`src/lcd_pkg.sv`:
```
// shared constants of the lcd segment/common driver
package lcd_pkg;

  // register word indices; byte address is four times the index
  localparam logic [15:0] IDX_MODE      = 16'hFFB0;
  localparam logic [15:0] IDX_TIMER     = 16'hFFB1;
  localparam logic [15:0] IDX_SEG_CTL   = 16'hFFB2;
  localparam logic [15:0] IDX_PORT_OUT  = 16'hFFB3;
  localparam logic [15:0] IDX_PORT_DIR  = 16'hFFB4;
  localparam logic [15:0] IDX_PORT_IN   = 16'hFFB5;
  localparam logic [15:0] IDX_MODE_SET  = 16'hFFB6;
  localparam logic [15:0] IDX_MODE_CLR  = 16'hFFB7;
  localparam logic [15:0] IDX_DDM_FIRST = 16'hFA58;
  localparam logic [15:0] IDX_DDM_LAST  = 16'hFA7F;

  // display mode register fields
  localparam int          MODE_ON_BIT   = 7;
  localparam int          MODE_CLK_LSB  = 4;
  localparam int          MODE_SEL_LSB  = 0;
  localparam logic [7:0]  MODE_WMASK    = 8'hF7;
  localparam logic [7:0]  MODE_RESET    = 8'h00;

  // clock timer control fields
  localparam int          TMR_SRC_BIT   = 0;
  localparam int          TMR_SUPPLY_BIT = 1;
  localparam logic [1:0]  TMR_RESET     = 2'h0;

  // display mode codes
  localparam logic [2:0]  MODE_4DIV_B3  = 3'h0;
  localparam logic [2:0]  MODE_3DIV_B3  = 3'h1;
  localparam logic [2:0]  MODE_2DIV_B2  = 3'h2;
  localparam logic [2:0]  MODE_3DIV_B2  = 3'h3;
  localparam logic [2:0]  MODE_STATIC   = 3'h4;

  // panel clock prescaler masks for 2^9, 2^8, 2^7, 2^6
  localparam logic [8:0]  DIV_MASK_512  = 9'h1FF;
  localparam logic [8:0]  DIV_MASK_256  = 9'h0FF;
  localparam logic [8:0]  DIV_MASK_128  = 9'h07F;
  localparam logic [8:0]  DIV_MASK_64   = 9'h03F;

  // main clock to clock timer ratio, 2^7
  localparam logic [6:0]  MAIN_DIV_LAST = 7'h7F;

  localparam int          NUM_SEG       = 40;
  localparam int          NUM_SHARED    = 16;
  localparam int          FIRST_SHARED  = 24;
  localparam int          NUM_COM       = 4;

endpackage

```
`src/lcd_disp_mem.sv`:
```
// display data memory: 40 entries of 4 bits in flip-flops
`timescale 1ns/100ps
module lcd_disp_mem
  import lcd_pkg::*;
(
  input  wire logic              pclk,
  input  wire logic              presetn,
  input  wire logic              wr_en,
  input  wire logic [5:0]        wr_idx,
  input  wire logic [3:0]        wr_data,
  input  wire logic [5:0]        rd_idx,
  input  wire logic [1:0]        plane,
  output logic      [3:0]        rd_data,
  output logic      [NUM_SEG-1:0] column
);

  logic [3:0] mem [NUM_SEG];

  // one entry per segment; upper nibble has no storage and reads zero
  for (genvar g = 0; g < NUM_SEG; g++) begin : g_ent
    always_ff @(posedge pclk or negedge presetn) begin
      if (!presetn) begin
        mem[g] <= 4'h0;
      end else if (wr_en && (wr_idx == 6'(g))) begin
        mem[g] <= wr_data;
      end
    end
    // all segments read the bit plane of the active common at once
    assign column[g] = mem[g][plane];
  end

  assign rd_data = (rd_idx < 6'(NUM_SEG)) ? mem[rd_idx] : 4'h0;

endmodule // lcd_disp_mem

```
`src/lcd_clk_div.sv`:
```
// clock timer source selection and panel clock prescaler
`timescale 1ns/100ps
module lcd_clk_div
  import lcd_pkg::*;
(
  input  wire logic       pclk,
  input  wire logic       presetn,
  input  wire logic       sub_clk,
  input  wire logic       src_sub,
  input  wire logic       supply,
  input  wire logic [2:0] rate,
  output logic            slot_tick
);

  logic [6:0] main_cnt;
  logic       sub_s1;
  logic       sub_s2;
  logic       sub_s3;
  logic       fw_tick;
  logic [8:0] pre_cnt;
  logic [8:0] mask;

  // main clock divided by 2^7 into the clock timer tick
  always_ff @(posedge pclk or negedge presetn) begin
    if (!presetn) begin
      main_cnt <= 7'h00;
    end else begin
      main_cnt <= main_cnt + 7'h01;
    end
  end

  // subsystem clock pin: two-flop synchroniser, edge found after it
  always_ff @(posedge pclk or negedge presetn) begin
    if (!presetn) begin
      sub_s1 <= 1'b0;
      sub_s2 <= 1'b0;
      sub_s3 <= 1'b0;
    end else begin
      sub_s1 <= sub_clk;
      sub_s2 <= sub_s1;
      sub_s3 <= sub_s2;
    end
  end

  // clock timer tick from a subsystem clock edge sampled on pclk, or from the main divider
  assign fw_tick = src_sub ? (sub_s2 & ~sub_s3) : (main_cnt == MAIN_DIV_LAST);

  // only the two low bits carry a defined rate
  always_comb begin
    unique case (rate[1:0])
      2'h0: mask = DIV_MASK_512;
      2'h1: mask = DIV_MASK_256;
      2'h2: mask = DIV_MASK_128;
      2'h3: mask = DIV_MASK_64;
    endcase
  end

  // prescaler held cleared while the supply bit is low
  always_ff @(posedge pclk or negedge presetn) begin
    if (!presetn) begin
      pre_cnt   <= 9'h000;
      slot_tick <= 1'b0;
    end else if (!supply) begin
      pre_cnt   <= 9'h000;
      slot_tick <= 1'b0;
    end else begin
      if (fw_tick) begin
        pre_cnt <= pre_cnt + 9'h001;
      end
      slot_tick <= fw_tick && ((pre_cnt & mask) == mask);
    end
  end
endmodule // lcd_clk_div

```
`src/lcd_driver.sv`:
```
// lcd segment/common driver: apb registers, slot timing, line codes
//
// The implementer's own choice: the APB slave port.
`timescale 1ns/100ps

// Function
// - three-bit mode field picks 4/3/2/3 divisions or static; other codes prohibited
// - three-bit clock field divides clock timer tick by 2^9, 2^8, 2^7 or 2^6
// - clock timer tick is main clock over 2^7 or the subsystem clock
// - panel clock runs only while the supply bit is one
// - display off forces all segment lines to non-selection
// - reset clears the whole display mode register to zero
// - display mode fields writable alone, by bit set/clear or whole word
// - display memory is fetched automatically for continuous refresh
// - forty segment lines and four commons; sixteen segments shared with port
// - shared segment lines switch to port function in adjacent pairs
// - commons used are 0-1, 0-2 or 0-3 by division count; static uses all four
// - in slot of common n, bit n of each entry selects segment
// - static drives all commons alike; unused commons stay open
// - segment-mode pin reads zero as port; port latch has no effect
module lcd_driver
  import lcd_pkg::*;
(
  input  wire logic                  pclk,
  input  wire logic                  presetn,
  input  wire logic                  psel,
  input  wire logic                  penable,
  input  wire logic                  pwrite,
  input  wire logic [17:0]           paddr,
  input  wire logic [31:0]           pwdata,
  output logic      [31:0]           prdata,
  output logic                       pready,
  output logic                       pslverr,
  input  wire logic                  sub_clk,
  input  wire logic [NUM_SHARED-1:0] port_pin_in,
  output logic      [NUM_SHARED-1:0] port_pin_out,
  output logic      [NUM_SHARED-1:0] port_pin_oe,
  output logic      [NUM_SEG-1:0]    seg_sel,
  output logic      [NUM_COM-1:0]    com_sel,
  output logic      [NUM_COM-1:0]    com_drive,
  output logic                       polarity
);

  logic [7:0]            lcd_display_mode;
  logic [1:0]            clock_timer_mode_reg;
  logic [7:0]            segment_pin_control;
  logic [NUM_SHARED-1:0] port_latch;
  logic [NUM_SHARED-1:0] port_dir;
  logic [NUM_SHARED-1:0] port_s1;
  logic [NUM_SHARED-1:0] port_s2;
  logic [NUM_SHARED-1:0] port_rd;
  logic [NUM_SHARED-1:0] seg_mode;
  logic [15:0]           idx;
  logic                  access;
  logic                  done;
  logic                  wr;
  logic                  mem_hit;
  logic [5:0]            mem_idx;
  logic [3:0]            mem_rd;
  logic [NUM_SEG-1:0]    column;
  logic [31:0]           rd_val;
  logic                  mapped;
  logic                  slot_tick;
  logic [1:0]            com_idx;
  logic [1:0]            last_com;
  logic [NUM_COM-1:0]    next_com_drive;
  logic                  is_static;
  logic                  legal;
  logic                  disp_live;
  logic [NUM_SEG-1:0]    next_seg;
  logic                  display_enable_bit;
  logic [2:0]            mode_sel;
  logic [2:0]            clk_sel;

  assign display_enable_bit = lcd_display_mode[MODE_ON_BIT];
  assign mode_sel           = lcd_display_mode[MODE_SEL_LSB +: 3];
  assign clk_sel            = lcd_display_mode[MODE_CLK_LSB +: 3];

  // apb decode; writes land only on the edge that completes the access
  assign idx     = paddr[17:2];
  assign access  = psel & penable;
  assign done    = access & pready;
  assign wr      = done & pwrite;
  assign mem_hit = (idx >= IDX_DDM_FIRST) && (idx <= IDX_DDM_LAST);
  assign mem_idx = 6'(idx - IDX_DDM_FIRST);

  // one wait state so read data and errors come from flip-flops
  always_ff @(posedge pclk or negedge presetn) begin
    if (!presetn) begin
      pready  <= 1'b0;
      prdata  <= 32'h0000_0000;
      pslverr <= 1'b0;
    end else begin
      pready  <= access & ~pready;
      pslverr <= access & ~pready & ~mapped;
      if (access && !pready && !pwrite) begin
        prdata <= rd_val;
      end
    end
  end

  // read mux; unmapped addresses read zero with an error
  always_comb begin
    rd_val = 32'h0000_0000;
    mapped = 1'b1;
    if (mem_hit) begin
      rd_val = {28'h0000000, mem_rd};
    end else begin
      unique case (idx)
        IDX_MODE:     rd_val = {24'h000000, lcd_display_mode};
        IDX_TIMER:    rd_val = {30'h00000000, clock_timer_mode_reg};
        IDX_SEG_CTL:  rd_val = {24'h000000, segment_pin_control};
        IDX_PORT_OUT: rd_val = {16'h0000, port_latch};
        IDX_PORT_DIR: rd_val = {16'h0000, port_dir};
        IDX_PORT_IN:  rd_val = {16'h0000, port_rd};
        IDX_MODE_SET: rd_val = {24'h000000, lcd_display_mode};
        IDX_MODE_CLR: rd_val = {24'h000000, lcd_display_mode};
        default:      mapped = 1'b0;
      endcase
    end
  end

  // mode register: whole write, or set/clear aliases for single fields
  always_ff @(posedge pclk or negedge presetn) begin
    if (!presetn) begin
      lcd_display_mode <= MODE_RESET;
    end else if (wr && idx == IDX_MODE) begin
      lcd_display_mode <= pwdata[7:0] & MODE_WMASK;
    end else if (wr && idx == IDX_MODE_SET) begin
      lcd_display_mode <= lcd_display_mode | (pwdata[7:0] & MODE_WMASK);
    end else if (wr && idx == IDX_MODE_CLR) begin
      lcd_display_mode <= lcd_display_mode & ~pwdata[7:0];
    end
  end

  // clock timer control, pin function and port registers
  always_ff @(posedge pclk or negedge presetn) begin
    if (!presetn) begin
      clock_timer_mode_reg <= TMR_RESET;
      segment_pin_control  <= 8'h00;
      port_latch           <= 16'h0000;
      port_dir             <= 16'h0000;
    end else if (wr) begin
      if (idx == IDX_TIMER) begin
        clock_timer_mode_reg <= pwdata[1:0];
      end
      if (idx == IDX_SEG_CTL) begin
        segment_pin_control <= pwdata[7:0];
      end
      if (idx == IDX_PORT_OUT) begin
        port_latch <= pwdata[15:0];
      end
      if (idx == IDX_PORT_DIR) begin
        port_dir <= pwdata[15:0];
      end
    end
  end

  lcd_disp_mem u_mem (
    .pclk    (pclk),
    .presetn (presetn),
    .wr_en   (wr && mem_hit),
    .wr_idx  (mem_idx),
    .wr_data (pwdata[3:0]),
    .rd_idx  (mem_idx),
    .plane   (com_idx),
    .rd_data (mem_rd),
    .column  (column)
  );

  lcd_clk_div u_div (
    .pclk      (pclk),
    .presetn   (presetn),
    .sub_clk   (sub_clk),
    .src_sub   (clock_timer_mode_reg[TMR_SRC_BIT]),
    .supply    (clock_timer_mode_reg[TMR_SUPPLY_BIT]),
    .rate      (clk_sel),
    .slot_tick (slot_tick)
  );

  // mode decode; prohibited codes blank the segments
  always_comb begin
    legal          = 1'b1;
    is_static      = 1'b0;
    last_com       = 2'h3;
    next_com_drive = 4'hF;
    unique case (mode_sel)
      MODE_4DIV_B3: begin
        last_com       = 2'h3;
        next_com_drive = 4'hF;
      end
      MODE_3DIV_B3, MODE_3DIV_B2: begin
        last_com       = 2'h2;
        next_com_drive = 4'h7;
      end
      MODE_2DIV_B2: begin
        last_com       = 2'h1;
        next_com_drive = 4'h3;
      end
      MODE_STATIC: begin
        last_com       = 2'h0;
        is_static      = 1'b1;
        next_com_drive = 4'hF;
      end
      default: begin
        legal          = 1'b0;
        last_com       = 2'h0;
        next_com_drive = 4'h0;
      end
    endcase
  end

  // slot walk over the commons; polarity flips each frame for ac drive
  always_ff @(posedge pclk or negedge presetn) begin
    if (!presetn) begin
      com_idx  <= 2'h0;
    end else if (slot_tick) begin
      if (com_idx >= last_com) begin
        com_idx <= 2'h0;
      end else begin
        com_idx <= com_idx + 2'h1;
      end
    end
  end

  // segment codes straight from memory each slot, no cpu refresh needed
  assign disp_live = display_enable_bit & legal;
  assign next_seg  = disp_live ? column : '0;

  // registered line codes; analog levels are built outside
  always_ff @(posedge pclk or negedge presetn) begin
    if (!presetn) begin
      seg_sel   <= '0;
      com_sel   <= 4'h0;
      com_drive <= 4'h0;
      polarity  <= 1'b0;
    end else begin
      seg_sel   <= next_seg;
      com_drive <= next_com_drive;
      com_sel   <= is_static ? 4'hF : (next_com_drive & (4'h1 << com_idx));
      if (slot_tick && com_idx >= last_com) begin
        polarity <= ~polarity;
      end
    end
  end

  // port pin synchroniser
  always_ff @(posedge pclk or negedge presetn) begin
    if (!presetn) begin
      port_s1 <= 16'h0000;
      port_s2 <= 16'h0000;
    end else begin
      port_s1 <= port_pin_in;
      port_s2 <= port_s1;
    end
  end

  // shared pins; one control bit per adjacent pair
  for (genvar p = 0; p < NUM_SHARED; p++) begin : g_pin
    assign seg_mode[p] = segment_pin_control[p / 2];
    assign port_rd[p]  = port_s2[p] & ~seg_mode[p];
    always_ff @(posedge pclk or negedge presetn) begin
      if (!presetn) begin
        port_pin_out[p] <= 1'b0;
        port_pin_oe[p]  <= 1'b0;
      end else begin
        // latch is ignored while the pin shows a segment
        port_pin_out[p] <= seg_mode[p] ? next_seg[FIRST_SHARED + p] : port_latch[p];
        port_pin_oe[p]  <= seg_mode[p] | port_dir[p];
      end
    end
  end
endmodule // lcd_driver

```
`config.mk`:
```
export PLATFORM = sky130hd
export DESIGN_NAME = lcd_driver
export DESIGN_NICKNAME = d
export VERILOG_FILES = /design/src/lcd_pkg.sv /design/src/lcd_disp_mem.sv /design/src/lcd_clk_div.sv /design/src/lcd_driver.sv
export SDC_FILE = /design/constraint.sdc
export NUM_CORES = 1
export LEC_CHECK = 0
export ABC_AREA = 1
export BUFFER_PORTS_ARGS = -buffer_cell sky130_fd_sc_hd__buf_4
export CORE_MARGIN = 2
export CORE_UTILIZATION = 31
export DETAILED_ROUTE_END_ITERATION = 10
export REMOVE_ABC_BUFFERS = 1
export SYNTH_ARGS = -nofsm -noshare
export SYNTH_HDL_FRONTEND = slang
export SYNTH_SLANG_ARGS = --single-unit
```
`constraint.sdc`:
```
create_clock -name pclk -period 5.35 [get_ports pclk]
set_clock_uncertainty 0.05 [all_clocks]
set_input_delay 0.8025 -clock pclk [delete_from_list [all_inputs] [get_ports pclk]]
set_output_delay 0.8025 -clock pclk [all_outputs]
set_load 0.03 [all_outputs]
```
==> results of run 1 <==
[report_power, final]
group | internal, uW | switching (uW)
logic | 76.4 | 252
registers | 2760 | 7.60
clock network | 1920 | 1160
[layout by cell type (no fill, tap or decap), drive strengths merged, types with 2 or more instances in the layout]
cell        n
nand2     505
dfrtp     362
nor2      267
o21ai     242
a21oi     226
inv       218
buf       173
clkbuf     57
nand3      54
conb       16
o22ai      15
nand4      12
o211ai     10
nor3       10
ha          9
bufinv      8
clkinv      7
xor2        6
a22oi       6
or2         3
o21a        2
a31oi       2
clkinvlp    2
[worst min path at each step]
stage	start	to	cells past startpoint
after floorplan	port_s1[0]	port_s2[0]	0
after global placement	port_s1[5]	port_s2[5]	0
after detailed placement	port_s1[11]	port_s2[11]	0
after CTS	presetn	u_mem.mem[76]	1
after global routing	presetn	seg_sel[20]	1
final	presetn	u_mem.mem[76]	1
[cell type report]
cell class / instances / area [um2]
fillers: 5496 / 33700
flip-flops and latches: 362 / 9060
multi-input cells: 1392 / 6380
repair buffers: 173 / 1330
clock buffers: 57 / 1180
well taps: 696 / 871
inverters: 219 / 823
clock inverters: 16 / 300
diodes: 1 / 2.50
[stage by stage]
stage / cell area [um2] / cells / setup WS (ns) / total power [uW] / hold WS (ns)
after global routing: 19900 / 2915 / 2.24 / 6400 / 0.258
after CTS: 19900 / 2915 / 2.49 / 6250 / 0.215
after global placement: 18500 / 2842 / 1.88 / 3140 / 0.284
after floorplan: 16300 / 1973 / 1.61 / 2940 / 0.281
after detailed placement: 18500 / 2842 / 1.91 / 3150 / 0.285
final: 19900 / 2916 / 2.44 / 6180 / 0.208
[cell families (layout without fill, tap and decap cells)]
kind of cell,Yosys count,count (layout),synth area share [%]
AOI/OAI and AO/OA,506,506,15.6
xor gates and xnor gates,7,7,0.366
and+or+nand+nor,854,854,21.1
other,1,17,0.0224
DFF,362,362,54.2
buffers and inverters,327,465,8.07
adders and majority gates,9,9,0.673
[layer usage]
| layer | vias up | wire (um) |
|---|---|---|
| met2 | 540 | 23000 |
| li1 | 6832 | - |
| met3 | 100 | 4120 |
| met5 | - | 27 |
| met1 | 6860 | 22200 |
| met4 | 4 | 1450 |
==> out/metrics.yaml, run 1 <==
place.detailed.hpwl_um: 33900
detail_route.wl_per_cell_um: 17.4
slew_viol_final: 0
fin_util_pct: 37.2
first_iter_violations: 1422
timing.critical_path.slowest_stage_cell: "nor2_2"
rsz0062_at_grt: "false"
root_buffer: "clkbuf_16"
hp-class: "in -> async"
postSynthAreaPerCell_um2: 8.10
area.growth.synth_to_final_pct: 19.2
synthDominantAreaCellType: "dfrtp_1"
biggestRegsByFlops: "u_mem.mem x160, seg_sel x40"
grtUsageMet1_pct: 24.7
global_route.peak_usage_layer: "met2"
clk-insertion-delay-late_ns: 0.58
worst_setup_path_start: "paddr[3]"
cts_resized: 0
start_kind: "input port"
setup.worst_path.class: "in -> reg"
globalRoute.totalOverflow: 0
crit_path_max_fo: 26
reg2regPathDepth: 7
share_of_the_clock_period_used_by_the_worst_path_pct: 54.5
power.density_cell_area_nw_per_um2: 310
setup_viol: 0
critical_path.cell_chain: "buf_4, inv_2, nor2_2, a21oi_1, nand2_1, nand2_1, nand2_1, nand2_1, nand3_1, nand2_1, a21oi_1"
grt_usage_pct: 18.4
cts-root-to-sink-buffers: 3
detailed_routing_iterations_pass_1: 5
power.ir.vdd_worst_uv: 195
synth_largest_type_area_fraction_pct: 54.2
tritoncts_clock_tree: "built"
antenna_found_initial: 2
maxSlewHeadroom_pct: 27.6
critical-path-top-cell-by-count: "nand2_1"
floorplan.core_area_um2: 53600
number_of_flip_flops_under_the_largest_register_name: 160
number_of_flops_mapped_to_enable_cells_by_yosys: 0
top_register: "u_mem.mem"
fp.dieArea_um2: 55800
post-route-drc-count: 0
initial_core_util_pct: 31.2
synth_cell_types: 42
gpl.final_weighted_congestion: 0.863
critical_path_depth: 11
drive_above_1_share_pct: 12.6
clkTransAtPathRegs_ns: 0.06
setup_tns_ns: 0
rows: 85
postRouteAntennaNets: 0
async_flop_share_pct: 100
number_of_sinks_handled_by_clock_tree_synthesis: 362
critical_path.endpoint: "prdata[0]"
cp_slowest_stage_delay_ns: 0.89
yosysMostFrequentCell: "nand2_1"
r2r_end: "port_pin_out[4]"
netlist_instances: 2066
flop_and_latch_count_out_of_synthesis: 362
via_count: 14336
die_y_um: 236
rrSetupSlack_ns: 2.47
required_ns: 5.79
synth_top_flop_cell: "dfrtp_1"
post_synth_design_cell_area_um2: 16700
post-cts-setup-buffer-count: 0
final-hold-violation-count: 0
final_period_minus_worst_setup_slack_ns: 2.91
die_w_um: 236
cts_hold_buf: 0
synth.area.top_cells: "dfrtp_1 54%, nand2_1 11%, a21oi_1 6.8%"
vias_per_cell: 4.92
num-nets-final: 2270
timing.max_cap.violations: 0
run_status: "finished clean"
leakage_uw: 0.0100
htree_num_levels: 2
worstPathBufferInverterCount: 2
critPathTopFamily: "simple AND/OR/NAND/NOR gates"
number_of_global_route_vias_before_repair: 14046
largest_net_degree_at_the_start_of_global_routing: 140
worst_pin_slew_ns: 1.08
cp.arrival_ns: 3.35
route.final.wire_length_um: 50800
met3_grt_util_pct: 4.07
buffers_on_ports: 152
synth-warning-count: 0
synth_commonest_cells: "501 x nand2_1, 362 x dfrtp_1, 258 x nor2_1"
clock.fmax_mhz: 343
met2_use_gr_pct: 29.1
grt_first_pass_wirelength_um: 80700
worst_setup_path_end_kind: "register"
sequential_element_share_of_the_synthesized_area_pct: 54.2
cts-buffers-inserted: 41
boundaryPins: 187
Note: power is estimated with default switching activity, not from simulation.
==> inputs of run 2 (changes only) <==
--- a/config.mk
+++ b/config.mk
@@ -5,7 +5,7 @@
 export SDC_FILE = /design/constraint.sdc
 export NUM_CORES = 1
 export LEC_CHECK = 0
-export ABC_AREA = 1
+export ABC_AREA = 0
 export BUFFER_PORTS_ARGS = -buffer_cell sky130_fd_sc_hd__buf_4
 export CORE_MARGIN = 2
 export CORE_UTILIZATION = 31
==> constraint.sdc (replaced) <==
create_clock -name pclk -period 2.8 [get_ports pclk]
set_clock_uncertainty 0.05 [all_clocks]
set_input_delay 0.42 -clock pclk [delete_from_list [all_inputs] [get_ports pclk]]
set_output_delay 0.42 -clock pclk [all_outputs]
set_load 0.03 [all_outputs]
==> out/metrics.yaml, run 2 <==
buffers_on_ports: 152  # unchanged
final_cell_mix: "360 x dfrtp_1, 207 x buf_4, 173 x mux2_2"
first_iter_violations: 761  # -46%
power.ir.vdd_worst_uv: 344  # +77%
number_of_flops_mapped_to_enable_cells_by_yosys: 0  # unchanged
maxSlewHeadroom_pct: 38.3  # +11 points
cp.arrival_ns: 2.74  # -0.61 ns
netlist_instances: 1172  # -43%
clk-insertion-delay-late_ns: 0.57  # about the same
largest_net_degree_at_the_start_of_global_routing: 84  # -40%
grt_usage_pct: 16.5  # -1.8 points
setup_tns_ns: 0  # unchanged
die_y_um: 236  # -0.26%
worst_pin_slew_ns: 0.926  # -0.157 ns
rows: 84  # -1.2%
post-route-drc-count: 0  # unchanged
synth_commonest_cells: "362 x dfrtp_1, 173 x mux2_2, 70 x mux4_2"
number_of_global_route_vias_before_repair: 11416  # -19%
final-hold-violation-count: 0  # unchanged
fp.dieArea_um2: 55500  # -0.53%
layoutNonFillerInstCount: 2085  # -28%
root_buffer: "clkbuf_16"
number_of_sinks_handled_by_clock_tree_synthesis: 362  # unchanged
finalInstanceArea_um2: 20300  # +2.0%
via_count: 10590  # -26%
postSynthAreaPerCell_um2: 14.2  # +75%
hold_path_depth: 2
antenna_found_initial: 0  # -2
hp-class: "in -> reg"
yosysMostFrequentCell: "dfrtp_1"
synth_cell_types: 62  # +48%
htree_num_levels: 2  # unchanged
initial_core_util_pct: 31.5  # +0.33 points
drive_above_1_share_pct: 42.8  # +30 points
gpl.final_weighted_congestion: 0.852  # -1.2%
cts-root-to-sink-buffers: 3  # unchanged
top_register: "u_mem.mem"
layout.cells.most_common: "dfrtp_1"
slew_viol_final: 0  # unchanged
place_area_um2: 18800  # +2.0%
nFillCells: 5006  # -8.9%
rsz0062_at_grt: "false"
synthDominantAreaCellType: "dfrtp_1"
power.density_cell_area_nw_per_um2: 547  # +77%
async_flop_share_pct: 100  # unchanged
detail_route.wl_per_cell_um: 21.8  # +25%
num-nets-final: 1450  # -36%
placedCellCount: 1994  # -30%
tritoncts_clock_tree: "built"
share_of_the_clock_period_used_by_the_worst_path_pct: 83.7
place.detailed.hpwl_um: 31700  # -6.8%
synth-warning-count: 0  # unchanged
die_w_um: 236  # -0.26%
flop_and_latch_count_out_of_synthesis: 362  # unchanged
worst_setup_path_end_kind: "register"
timing.max_cap.violations: 0  # unchanged
sequential_element_share_of_the_synthesized_area_pct: 54.4  # +0.29 points
synth_largest_type_area_fraction_pct: 54.4  # +0.29 points
setup.worst_path.class: "reg -> reg"
leakage_uw: 0.00994  # -0.61%
crit_path_max_fo: 21  # -19%
boundaryPins: 187  # unchanged
final_period_minus_worst_setup_slack_ns: 2.34
clock.fmax_mhz: 427
postRouteAntennaNets: 0  # unchanged
final-seq-area_um2: 9060  # about the same
area.growth.synth_to_final_pct: 22.3
vias_per_cell: 5.08  # +3.3%
cts-buffers-inserted: 40  # -2.4%
start_kind: "register"
globalRoute.totalOverflow: 0  # unchanged
post_synth_design_cell_area_um2: 16600  # -0.54%
route.final.wire_length_um: 45500  # -10%
setup_viol: 0  # unchanged
number_of_flip_flops_under_the_largest_register_name: 160  # unchanged
reg2regPathDepth: 3  # -4
run_status: "finished clean"
detailed_routing_iterations_pass_1: 5  # unchanged
synth.area.top_cells: "dfrtp_1 54%, mux2_2 12%, mux4_2 9.5%"
clkTransAtPathRegs_ns: 0.06  # about the same
synth_top_flop_cell: "dfrtp_1"
multi_input_area_um2: 7120  # +12%
required_ns: 3.19  # -2.60 ns
insertedDiodeCount: 0  # -1
post-cts-setup-buffer-count: 0  # unchanged
floorplan.core_area_um2: 52800  # -1.6%
biggestRegsByFlops: "u_mem.mem x160, seg_sel x40"
grt_first_pass_wirelength_um: 71000  # -12%
run 2: per-layer routing:
layer  global-route usage [%]  vias up  wire length, um
met1                     21.9     5545            19900
li1                         -     4683                -
met2                     27.5      297            22300
met5                        0        -                0
met4                     5.25        0             1160
met3                     3.05       65             2150
run 2: worst paths after layout:
check                      startpoint             end  slack (ns)
max                        com_idx[0]     seg_sel[14]        0.46
min                        pwdata[15]  port_latch[15]        0.04
max reg2reg                com_idx[0]     seg_sel[14]        0.46
min reg2reg                port_s1[3]      port_s2[3]        0.30
max in group asynchronous     presetn     seg_sel[16]        1.48
min in group asynchronous     presetn        polarity        0.34
run 2: worst max-delay path: stages (launching register included):
cell and delay [ns]:
dfrtp_2 0.87, buf_4 0.47, mux4_2 0.60, and3_1 0.21
run 2: cells by family (layout without fill, tap and decap cells):
logic type                 after synthesis  in the layout  synth area share [%]
AOI/OAI and AO/OA                      105            105                  4.50
adders and majority gates                9              9                 0.677
xor gates and xnor gates                14             14                 0.737
muxes                                  327            327                  27.3
other                                    1             16                0.0225
and+or+nand+nor                        246            246                  9.09
buffers and inverters                  108            318                  3.20
DFF                                    362            362                  54.4
run 2: area by class of cell:
cell class              instances  share of cell area (%)
well taps                     688                    4.23
flip-flops and latches        362                    44.5
repair buffers                238                    9.63
clock buffers                  59                    5.71
clock inverters                11                   0.701
inverters                      10                   0.185
multi-input cells             717                    35.0
run 2: power breakdown:
group	internal, uW	switching [uW]
Sequential	5270	27.1
Clock	3080	2140
Combinational	199	409
run 2: metrics by stage:
step           util (%)  power, uW  hold WS [ns]  worst slack [ns]
6_report           38.6      11100        0.0449             0.458
5_1_grt            38.6      11600        0.0133             0.312
4_1_cts            38.6      11300       0.00862             0.397
3_5_place_dp       35.7       5980         0.286            0.0425
3_3_place_gp       35.7       5980         0.284            0.0481
2_1_floorplan         -       5570        0.0744            -0.305
run 2: what timing repair did:
action                                 CTS  global route
gates resized for setup                  0             0
endpoints found under the hold margin   74             0
hold buffers                            21             0
==> inputs of run 3 (changes only) <==
==> constraint.sdc (replaced) <==
create_clock -name pclk -period 2.4 [get_ports pclk]
set_clock_uncertainty 0.05 [all_clocks]
set_input_delay 0.36 -clock pclk [delete_from_list [all_inputs] [get_ports pclk]]
set_output_delay 0.36 -clock pclk [all_outputs]
set_load 0.03 [all_outputs]
==> out/metrics.yaml, run 3 (synthesis results as in run 2) <==
p_sw_share_pct: 23.6  # +0.39 points
root_buffer: "clkbuf_16"
vias_per_cell: 5.11  # +0.55%
worstPathBufferInverterCount: 1  # unchanged
floorplan.core_area_um2: 52800  # unchanged
worst_setup_path_end_kind: "register"
hp-class: "in -> reg"
layoutNonFillerInstCount: 2117  # +1.5%
timing.critical_path.slowest_stage_cell: "dfrtp_2"
multi_input_area_um2: 7120  # unchanged
largest_net_degree_at_the_start_of_global_routing: 68  # -19%
route.final.wire_length_um: 46100  # +1.4%
p_seq_share_pct: 46.7  # -0.9 points
power.ir.vdd_worst_uv: 462  # +35%
reg2reg_from: "com_idx[0]"
via_count: 10812  # +2.1%
slew_viol_final: 0  # unchanged
buffers_on_ports: 152  # unchanged
first_iter_violations: 643  # -16%
hold_path_depth: 2  # unchanged
crit_path_max_fo: 13  # -38%
detail_route.wl_per_cell_um: 21.8  # -0.13%
place.detailed.hpwl_um: 32000  # +1.2%
insertedDiodeCount: 0  # unchanged
start_kind: "register"
tritoncts_clock_tree: "built"
maxSlewHeadroom_pct: 54.6  # +16 points
die_w_um: 236  # unchanged
cts_resized: 0  # unchanged
top_register: "u_mem.mem"
clock.fmax_mhz: 458  # +7.3%
post-route-worst-setup-slack_ns: 0.217  # -0.241 ns
placedCellCount: 2017  # +1.2%
rows: 84  # unchanged
cts_hold_buf: 26  # +24%
initial_core_util_pct: 31.5  # unchanged
worst_pin_slew_ns: 0.680  # -0.246 ns
hold-worst-slack_ns: 0.0381  # -0.00685 ns
die_y_um: 236  # unchanged
nFillCells: 4950  # -1.1%
gpl.final_weighted_congestion: 0.844  # -1.0%
number_of_flip_flops_under_the_largest_register_name: 160  # unchanged
fp.dieArea_um2: 55500  # unchanged
grt_first_pass_wirelength_um: 71400  # +0.59%
clock_power_share_pct: 47.7  # +0.8 points
critical_path.cell_chain: "buf_4, mux4_2, and3_1, mux2_2"
place_area_um2: 19000  # +1.1%
final-seq-area_um2: 9060  # unchanged
setup_viol: 0  # unchanged
rrSetupSlack_ns: 0.22  # -0.24 ns
cts-buffers-inserted: 41  # +2.5%
power.density_cell_area_nw_per_um2: 640  # +17%
boundaryPins: 187  # unchanged
setup.worst_path.class: "reg -> reg"
timing.max_cap.violations: 0  # unchanged
post-cts-setup-buffer-count: 0  # unchanged
share_of_the_clock_period_used_by_the_worst_path_pct: 91.0  # +7.3 points
biggestRegsByFlops: "u_mem.mem x160, seg_sel x40"
number_of_global_route_vias_before_repair: 11517  # +0.88%
leakage_uw: 0.0101  # +1.9%
cts-root-to-sink-buffers: 3  # unchanged
rsz0062_at_grt: "false"
final_cell_mix: "360 x dfrtp_1, 227 x buf_4, 173 x mux2_2"
required_ns: 2.79  # -0.40 ns
power.combinational.fraction_pct: 5.6  # about the same
timing.hold.worst.start: "pwdata[5]"
detailed_routing_iterations_pass_1: 6  # +1
layout.cells.most_common: "dfrtp_1"
htree_num_levels: 2  # unchanged
post-route-drc-count: 0  # unchanged
final_period_minus_worst_setup_slack_ns: 2.18  # -0.159 ns
clkTransAtPathRegs_ns: 0.06  # about the same
final-hold-violation-count: 0  # unchanged
number_of_sinks_handled_by_clock_tree_synthesis: 362  # unchanged
grt_usage_pct: 16.7  # +0.17 points
postRouteAntennaNets: 0  # unchanged
reg2regPathDepth: 4  # +1
finalInstanceArea_um2: 20700  # +1.6%
clk-insertion-delay-late_ns: 0.57  # about the same
num-nets-final: 1479  # +2.0%
r2r_end: "port_pin_out[5]"
power.net_switching_uw: 3120  # +21%
cp.arrival_ns: 2.57  # -0.17 ns
antenna_found_initial: 0  # unchanged
preCtsSetupSlack_ns: -0.308  # -0.351 ns
globalRoute.totalOverflow: 0  # unchanged
critPathTopFamily: "multiplexers"
drive_above_1_share_pct: 44.2  # +1.4 points
intPower_uw: 10100  # +18%
run_status: "finished clean"
power_uw: 13200  # +19%
area.growth.synth_to_final_pct: 24.2
cp_slowest_stage_delay_ns: 0.69  # -0.18 ns
==> run 3: power by group through the flow <==
stage	combinational, uW	clock [uW]	sequential (uW)
finish	744	6310	6180
CTS	756	6510	6180
global placement	712	0	6290
floorplan	181	0	6310
global route	809	6780	6180
detailed placement	719	0	6290
==> run 3: routing by layer <==
layer	share of wire, %	track usage (%)	routed length (um)	up-vias
li1	-	-	-	4741
met1	43	22.1	20000	5685
met2	49	27.7	22500	299
met3	4.9	3.00	2250	87
met4	2.9	5.67	1330	0
met5	0	0	0	-
==> run 3: how the worst max path moves through the flow <==
stage,start,endpoint,slack [ns],cells after the start
after detailed placement,paddr[9],u_mem.mem[92],-0.31,9
final,com_idx[0],port_pin_out[5],0.22,4
after global routing,com_idx[0],port_pin_out[14],0.13,4
after CTS,com_idx[0],port_pin_out[14],0.22,4
after global placement,paddr[9],u_mem.mem[94],-0.30,9
after floorplan,com_idx[0],polarity,-0.70,6
==> run 3: worst register-to-register path: cells and delay by family (launching register included) <==
kind	cells	cell delay (ns)
buffers and inverters	1	0.27
flip-flops	1	0.69
multiplexers	2	0.78
AND/OR/NAND/NOR	1	0.27
==> run 3: layout make-up <==
type / instances / area share, %
Tap cell: 688 / 4.16
Timing Repair Buffer: 266 / 10.7
Clock buffer: 51 / 5.48
Clock inverter: 23 / 1.16
Multi-Input combinational cell: 717 / 34.4
Inverter: 10 / 0.182
Sequential cell: 362 / 43.8
==> run 3: stage by stage <==
step / TNS [ns] / utilization (%)
after floorplan: -52.73 / -
after CTS: 0 / 39.2
after global routing: 0 / 39.2
after detailed placement: -30.08 / 36.1
after global placement: -30.13 / 36.1
final: 0 / 39.2
